===== src/wwd_pkg.sv =====
`default_nettype none

package wwd_pkg;

  // ----------------------------------------------------------------
  // clock and trigger filter
  // ----------------------------------------------------------------
  localparam int unsigned CLK_PERIOD_NS  = 10;
  localparam int unsigned T_TRIG_MIN_NS  = 200;
  localparam int unsigned TRIG_MIN_CYC   = (T_TRIG_MIN_NS + CLK_PERIOD_NS - 1) / CLK_PERIOD_NS;
  localparam int unsigned TRIG_CNT_W     = 5;

  // ----------------------------------------------------------------
  // reset pulse length
  // ----------------------------------------------------------------
  localparam int unsigned T_NRES_NS      = 4000000;
  localparam int unsigned RESET_CYC_DEF  = T_NRES_NS / CLK_PERIOD_NS;

  // ----------------------------------------------------------------
  // oscillator timebase
  // ----------------------------------------------------------------
  localparam int unsigned OSC_W          = 16;
  localparam int unsigned R_MIN_KOHM     = 34;
  localparam int unsigned R_MAX_KOHM     = 120;
  localparam int unsigned T_OSC_MIN_NS   = 26615;
  localparam int unsigned T_OSC_MAX_NS   = 85680;
  localparam int unsigned T_FALLBACK_NS  = 39300;
  localparam logic [15:0] OSC_MIN_CYC    = 16'((T_OSC_MIN_NS + CLK_PERIOD_NS - 1) / CLK_PERIOD_NS);
  localparam logic [15:0] OSC_MAX_CYC    = 16'(T_OSC_MAX_NS / CLK_PERIOD_NS);
  localparam logic [15:0] FALLBACK_CYC   = 16'(T_FALLBACK_NS / CLK_PERIOD_NS);

  // ----------------------------------------------------------------
  // windows in oscillator periods
  // ----------------------------------------------------------------
  localparam int unsigned WIN_W          = 12;
  localparam logic [11:0] LEAD_PERIODS   = 12'hF90;
  localparam logic [11:0] CLOSED_PERIODS = 12'h20F;
  localparam logic [11:0] OPEN_PERIODS   = 12'h229;
  localparam logic [1:0]  GOOD_TRIGS     = 2'h3;

  typedef enum logic [2:0] {
    WWD_OFF,
    WWD_RESET,
    WWD_LEAD,
    WWD_CLOSED,
    WWD_OPEN,
    WWD_WAIT_TXD
  } wwd_state_t;

endpackage

`default_nettype wire


===== src/wwd_window_watchdog.sv =====
`default_nettype none

module wwd_window_watchdog #(
  parameter int unsigned RESET_CYCLES = wwd_pkg::RESET_CYC_DEF,
  parameter int unsigned LEAD_COUNT   = wwd_pkg::LEAD_PERIODS,
  parameter int unsigned CLOSED_COUNT = wwd_pkg::CLOSED_PERIODS,
  parameter int unsigned OPEN_COUNT   = wwd_pkg::OPEN_PERIODS,
  parameter int unsigned OSC_MIN      = wwd_pkg::OSC_MIN_CYC,
  parameter int unsigned FALLBACK     = wwd_pkg::FALLBACK_CYC
) (
  input  wire logic                       clk,                  // system clock
  input  wire logic                       reset,                // power-up reset
  input  wire logic                       service_pulse_n,      // trigger pin, async
  input  wire logic                       txd_pin,              // transmit data pin, async
  input  wire logic                       mode_pin,             // high disables watchdog, async
  input  wire logic                       timebase_fault,       // resistor pin short/open, async
  input  wire logic [wwd_pkg::OSC_W-1:0]  timebase_resistor_pin, // measured period in clk cycles
  input  wire logic                       run_mode,             // normal or fail-safe mode
  input  wire logic                       sleep_mode,           // sleep or unpowered mode
  input  wire logic                       wake_sleep,           // pulse: wake from sleep
  input  wire logic                       wake_silent,          // pulse: wake from silent
  output logic                            reset_out_n,          // reset output, low active
  output logic                            failure_fallback_out  // limp-home transistor on
);
  import wwd_pkg::*;

  // ----------------------------------------------------------------
  // synchronisers
  // ----------------------------------------------------------------
  logic trig_s1_q, trig_s2_q;
  logic txd_s1_q, txd_s2_q, txd_s3_q;
  logic modep_s1_q, modep_s2_q;
  logic rfault_s1_q, rfault_s2_q;

  always_ff @(posedge clk) begin
    if (reset) begin
      trig_s1_q   <= 1'b1;
      trig_s2_q   <= 1'b1;
      txd_s1_q    <= 1'b1;
      txd_s2_q    <= 1'b1;
      txd_s3_q    <= 1'b1;
      modep_s1_q  <= 1'b0;
      modep_s2_q  <= 1'b0;
      rfault_s1_q <= 1'b0;
      rfault_s2_q <= 1'b0;
    end else begin
      trig_s1_q   <= service_pulse_n;
      trig_s2_q   <= trig_s1_q;
      txd_s1_q    <= txd_pin;
      txd_s2_q    <= txd_s1_q;
      txd_s3_q    <= txd_s2_q;
      modep_s1_q  <= mode_pin;
      modep_s2_q  <= modep_s1_q;
      rfault_s1_q <= timebase_fault;
      rfault_s2_q <= rfault_s1_q;
    end
  end

  // ----------------------------------------------------------------
  // trigger filter
  // ----------------------------------------------------------------
  logic [TRIG_CNT_W-1:0] low_cnt_q;
  wire  logic            trig_low   = ~trig_s2_q;
  wire  logic            trig_valid = trig_low && (low_cnt_q == TRIG_CNT_W'(TRIG_MIN_CYC - 1));
  wire  logic            txd_fall   = txd_s3_q & ~txd_s2_q;

  // count saturates so one low phase yields one service pulse
  always_ff @(posedge clk) begin
    if (reset || !trig_low) begin
      low_cnt_q <= '0;
    end else if (low_cnt_q != TRIG_CNT_W'(TRIG_MIN_CYC)) begin
      low_cnt_q <= low_cnt_q + 1'b1;
    end
  end

  // ----------------------------------------------------------------
  // oscillator timebase
  // ----------------------------------------------------------------
  wire logic             period_bad = rfault_s2_q ||
                                      (timebase_resistor_pin < OSC_W'(OSC_MIN)) ||
                                      (timebase_resistor_pin > OSC_MAX_CYC);
  wire logic [OSC_W-1:0] osc_period = period_bad ? OSC_W'(FALLBACK) : timebase_resistor_pin;
  logic      [OSC_W-1:0] div_q;
  wire logic             osc_tick   = (div_q >= osc_period - 1'b1);
  logic                  phase_start;

  always_ff @(posedge clk) begin
    if (reset || phase_start || osc_tick) begin
      div_q <= '0;
    end else begin
      div_q <= div_q + 1'b1;
    end
  end

  // ----------------------------------------------------------------
  // window and reset counters
  // ----------------------------------------------------------------
  localparam int unsigned RST_W = $clog2(RESET_CYCLES + 1);

  wwd_state_t        st_q, st_d;
  logic [WIN_W-1:0]  win_cnt_q;
  logic [RST_W-1:0]  rst_cnt_q;

  wire logic lead_done   = osc_tick && (win_cnt_q == WIN_W'(LEAD_COUNT - 1));
  wire logic closed_done = osc_tick && (win_cnt_q == WIN_W'(CLOSED_COUNT - 1));
  wire logic open_done   = osc_tick && (win_cnt_q == WIN_W'(OPEN_COUNT - 1));
  wire logic rst_done    = (rst_cnt_q == RST_W'(RESET_CYCLES - 1));
  wire logic wd_enable   = run_mode && !modep_s2_q;

  always_ff @(posedge clk) begin
    if (reset || phase_start) begin
      win_cnt_q <= '0;
    end else if (osc_tick) begin
      win_cnt_q <= win_cnt_q + 1'b1;
    end
  end

  always_ff @(posedge clk) begin
    if (reset || st_q != WWD_RESET) begin
      rst_cnt_q <= '0;
    end else if (!rst_done) begin
      rst_cnt_q <= rst_cnt_q + 1'b1;
    end
  end

  // ----------------------------------------------------------------
  // wake origin
  // ----------------------------------------------------------------
  logic sleep_pend_q, silent_pend_q;

  always_ff @(posedge clk) begin
    if (reset) begin
      sleep_pend_q  <= 1'b0;
      silent_pend_q <= 1'b0;
    end else if (wake_sleep || wake_silent) begin
      sleep_pend_q  <= wake_sleep;
      silent_pend_q <= wake_silent && !wake_sleep;
    end else if (wd_enable) begin
      sleep_pend_q  <= 1'b0;
      silent_pend_q <= 1'b0;
    end
  end

  // ----------------------------------------------------------------
  // sequence control
  // ----------------------------------------------------------------
  logic fault, good_trig;

  always_comb begin
    st_d        = st_q;
    fault       = 1'b0;
    good_trig   = 1'b0;
    phase_start = 1'b0;
    if (!wd_enable) begin
      st_d = WWD_OFF;
    end else begin
      unique case (st_q)
        WWD_OFF: begin
          phase_start = 1'b1;
          if (sleep_pend_q || wake_sleep) begin
            st_d = WWD_RESET;
          end else if (silent_pend_q || wake_silent) begin
            st_d = WWD_WAIT_TXD;
          end else begin
            st_d = WWD_LEAD;
          end
        end
        WWD_RESET: begin
          if (rst_done) begin
            st_d        = WWD_LEAD;
            phase_start = 1'b1;
          end
        end
        WWD_WAIT_TXD: begin
          if (txd_fall) begin
            st_d        = WWD_LEAD;
            phase_start = 1'b1;
          end
        end
        WWD_LEAD: begin
          if (trig_valid) begin
            st_d        = WWD_CLOSED;
            phase_start = 1'b1;
          end else if (lead_done) begin
            fault = 1'b1;
          end
        end
        WWD_CLOSED: begin
          if (trig_valid) begin
            fault = 1'b1;
          end else if (closed_done) begin
            st_d        = WWD_OPEN;
            phase_start = 1'b1;
          end
        end
        WWD_OPEN: begin
          if (trig_valid) begin
            st_d        = WWD_CLOSED;
            good_trig   = 1'b1;
            phase_start = 1'b1;
          end else if (open_done) begin
            fault = 1'b1;
          end
        end
      endcase
      if (fault) begin
        st_d        = WWD_RESET;
        phase_start = 1'b1;
      end
    end
  end

  always_ff @(posedge clk) begin
    if (reset) begin
      st_q <= WWD_RESET;
    end else begin
      st_q <= st_d;
    end
  end

  // ----------------------------------------------------------------
  // reset output and limp-home
  // ----------------------------------------------------------------
  logic [1:0] good_q;
  wire  logic limp_clear = sleep_mode || modep_s2_q || wake_sleep;
  wire  logic good_last  = good_trig && (good_q == GOOD_TRIGS - 2'h1);

  always_ff @(posedge clk) begin
    if (reset) begin
      reset_out_n <= 1'b0;
    end else begin
      reset_out_n <= (st_d != WWD_RESET);
    end
  end

  always_ff @(posedge clk) begin
    if (reset) begin
      failure_fallback_out <= 1'b0;
      good_q               <= '0;
    end else if (limp_clear) begin
      failure_fallback_out <= 1'b0;
      good_q               <= '0;
    end else if (wd_enable) begin
      if (fault) begin
        failure_fallback_out <= 1'b1;
        good_q               <= '0;
      end else if (good_last) begin
        failure_fallback_out <= 1'b0;
        good_q               <= '0;
      end else if (good_trig) begin
        good_q <= good_q + 1'b1;
      end
    end
  end

  int unsigned low_run_q;

  always_ff @(posedge clk) begin
    if (reset || reset_out_n) begin
      low_run_q <= 0;
    end else begin
      low_run_q <= low_run_q + 1;
    end
  end
endmodule // wwd_window_watchdog

`default_nettype wire


===== config.mk =====
export PLATFORM = sky130hd
export DESIGN_NAME = wwd_window_watchdog
export DESIGN_NICKNAME = d
export VERILOG_FILES = /design/src/wwd_pkg.sv /design/src/wwd_window_watchdog.sv
export SDC_FILE = /design/constraint.sdc
export NUM_CORES = 1
export LEC_CHECK = 0
export BUFFER_PORTS_ARGS = -buffer_cell sky130_fd_sc_hd__buf_2
export CAP_MARGIN = 15
export CORE_MARGIN = 5
export CORE_UTILIZATION = 50
export DETAILED_ROUTE_END_ITERATION = 16
export GPL_TIMING_DRIVEN = 0
export PLACE_DENSITY_LB_ADDON = 0.15
export REMOVE_ABC_BUFFERS = 1
export SLEW_MARGIN = 20
export SYNTH_ARGS = -nofsm -noshare
export SYNTH_HDL_FRONTEND = slang
export SYNTH_SLANG_ARGS = --single-unit

===== constraint.sdc =====
create_clock -name clk -period 5.5 [get_ports clk]
set_clock_uncertainty 0.15 [all_clocks]
set_input_delay 0.275 -clock clk [delete_from_list [all_inputs] [get_ports clk]]
set_output_delay 0.275 -clock clk [all_outputs]
set_load 0.1 [all_outputs]

==> results.yml <==
run_status:
  outcome: "finished, final reports clean"
power:
  irDropWorstVdd_v: 0.000183
  leakagePower_nw: 1.64
  combPwrFrac: 0.130
  power.clock.fraction: 0.360
  swShare: 0.282
  p_switching_uw: 298
  p_total_mw: 1.06
  seq_power_share: 0.510
  p_int_uw: 759
  powerDensity_nw_per_um2: 238
floorplanning:
  die_h_um: 99.2
  die_w_um: 99.2
  die_area_sq_um: 9840
  core_sq_um: 7730
  io_pins: 28
  rows: 32
  initial_core_util: 0.515
timing:
  finalSetupTns_ns: 0
  min_period_ns: 5.05
  final.period_utilization: 0.917
  maxSlewViolCount: 0
  final-hold-violation-count: 0
  setup_viol: 0
  slew_headroom: 0.528
  max_freq_mhz: 198
  layout_setup_ws_ns: 0.455
  rsz0062_at_grt: "no"
  tightest_slew_ns: 0.705
logic_synthesis:
  synthAdderAreaFrac: 0.0755
  synth_edf_count: 0
  synth_top_family_by_area: "simple AND/OR/NAND/NOR gates"
  yosys.area_share.simple: 0.301
  yosys_warnings: 0
  synth_compound_area_frac: 0.111
  ys_ff_latch: 70
  syn-instance-count: 469
  syn_avg_cell_area_sq_um: 8.48
  synth-main-ff-cell: "dfxtp_1"
  ys_seq_area_frac: 0.352
  ys_async_sr_fraction: 0
  syn_area_sq_um: 3980
  synth_xor_area_frac: 0.117
  muxShareOfSynthArea: 0.00252
  synth_cell_types: 62
cts:
  insertion_delay_ns: 0.34
  tritoncts: "done"
  htree_num_levels: 3
  clk_path_buf_depth: 2
  cts-root-buf: "clkbuf_8"
  cts_made_buffers: 9
  cts_sinks: 70
  cts.clk_slew.worst_paths_ns: 0.07
route:
  route.detailed.vias_per_inst: 5.34
  drc: 0
  wl_um: 7550
  wl_per_cell_um: 12.4
  drtAntennaViolNets: 0
  routed-via-count: 3254
  drtIter0Drc: 125
  dr.pass1.iters: 4
global_route:
  grt-ovfl-total: 0
  grt_pass1_vias: 3133
  antenna_found_initial: 0
  grt_pass1_wl_um: 13800
  grt_max_degree: 21
  track_usage: 0.166
placed_design:
  io_buffers: 27
  pre_cts_ws_ns: -0.573
  placed_area_sq_um: 4150
  gp_congestion: 0.829
  dp_hpwl_um: 5530
worst_setup_path:
  worst-setup-path-type: "in2reg"
  timing.critical_path.from_type: "primary input"
  cp_cell_sequence: "buf_2 > nor3_2 > o21bai_1 > a211o_1 > nand2_1 > nand3_2 > nor2_1 > ha_1 > nor3b_1 > nand2_1 > or2_2 > nor4_1 > xor2_1 > nand2b_1 > ha_1 > nand4_1 > or3_4 > a2111oi_4 > or3_4 > a31oi_1 > o2111ai_1 > o211ai_1"
  ff2ff_setup_slack_ns: 0.73
  cp_slowest_cell: "or3_4"
  cp-end-kind: "flop"
  required_ns: 5.55
  critPathTopFamily: "simple AND/OR/NAND/NOR gates"
  worst-path-buf-inv: 1
  cp_slowest_stage_delay_ns: 0.44
  arrival_ns: 5.09
  path_max_fanout: 18
worst_hold_path:
  hold_path.class: "in2reg"
layout:
  fin_nets: 552
  final_cell_mix: "nor2_1, dfxtp_1, nand2_1, xor2_1, buf_2"
  stdcell_area_sq_um: 4440
  post_route_cells_drive_above_1_share: 0.144
  utilization: 0.575
  synthToLayoutAreaGrowth_pct: 11.7
  final_common_cell: "nor2_1"
  n_antenna_cell: 0
job:
  maxCapViolations: 0
## cells by family (layout without fill, tap and decap cells)
group / after synthesis / in the layout
xor gates and xnor gates: 53 / 53
other: 1 / 2
muxes: 1 / 1
buffers and inverters: 31 / 68
DFF: 70 / 70
AOI/OAI and AO/OA: 60 / 60
adders and majority gates: 24 / 24
and+or+nand+nor: 229 / 229
## metrics by stage
stage,cells,hold WS (ns)
after floorplan,457,0.197
after global placement,586,0.243
after detailed placement,586,0.249
after CTS,607,0.0178
after global routing,609,0.0479
final,609,0.0375
## worst paths after layout
check                           depth (start not counted)                startpoint                   end
worst min register to register                          1                 trig_s1_q             trig_s2_q
worst min-delay path                                    3                sleep_mode  failure_fallback_out
worst max register to register                         18               rfault_s2_q           reset_out_n
worst max-delay path                                   22  timebase_resistor_pin[2]           reset_out_n
## synth_stat cells (2+ instances only)
master,instances,area [sq um]
a21o_1,2,15.0
o21bai_1,2,15.0
buf_6,5,56.3
o211ai_1,4,30.0
nand2_1,29,109
or3b_2,2,17.5
inv_1,18,67.6
nor4bb_1,3,30.0
a21oi_1,17,85.1
clkbuf_1,7,26.3
nor4_1,5,31.3
and2_1,2,12.5
xor2_1,29,254
o31ai_1,3,22.5
ha_1,24,300
nor2_1,81,304
nand4_1,18,113
or3_1,5,31.3
or2_2,7,43.8
nand3_1,19,95.1
a31oi_1,5,31.3
nor3_1,16,80.1
a211oi_1,5,37.5
nor3b_1,7,52.6
xnor2_1,24,210
a41oi_2,2,32.5
dfxtp_1,70,1400
nand2b_1,3,18.8
o21ai_0,6,30.0
and3_1,6,37.5
a211o_1,2,17.5
and4_1,2,17.5
nand3_2,2,20.0
nor2b_1,9,56.3
## registers in the layout (all words and copies together), names as in the netlist, 2 cells and up
name / cells
rst_cnt_q: 19
div_q: 16
win_cnt_q: 12
low_cnt_q: 5
st_q: 3
good_q: 2
## what timing repair did
item / 4_1_cts / 5_1_grt
endpoints found under the setup margin: 17 / 32
pin swaps: 0 / 1
buffers inserted: 0 / 2
gates resized for setup: 3 / 4
hold buffers: 5 / 0
endpoints found under the hold margin: 5 / 0
## worst min-delay path, cell delays in order
cell and delay, ns:
buf_2 0.07, or4_1 0.10, nor2_1 0.04
## layout make-up
type	count	area (sq um)
clock buffers	10	138
clock inverters	6	46.3
fillers	703	3280
inverters	18	67.6
multi-input cells	369	2460
flip-flops and latches	70	1400
well taps	102	128
repair buffers	34	200
## metal layers
layer	wire length, um	up-vias	share of wire	GRT usage
met5	0	-	0	0
met4	63	0	0.0083	0.0399
met3	276	7	0.037	0.0470
met2	3560	48	0.47	0.279
met1	3650	1485	0.48	0.211
li1	-	1714	-	-
## power by group through the flow
stage | Combinational [mW] | Clock [mW] | Sequential, mW
after floorplan | 0.0842 | 0 | 0.557
after global placement | 0.126 | 0 | 0.550
after detailed placement | 0.128 | 0 | 0.551
after CTS | 0.134 | 0.394 | 0.539
after global routing | 0.156 | 0.416 | 0.542
final | 0.138 | 0.380 | 0.539
Power figures use the tool's default switching activity.
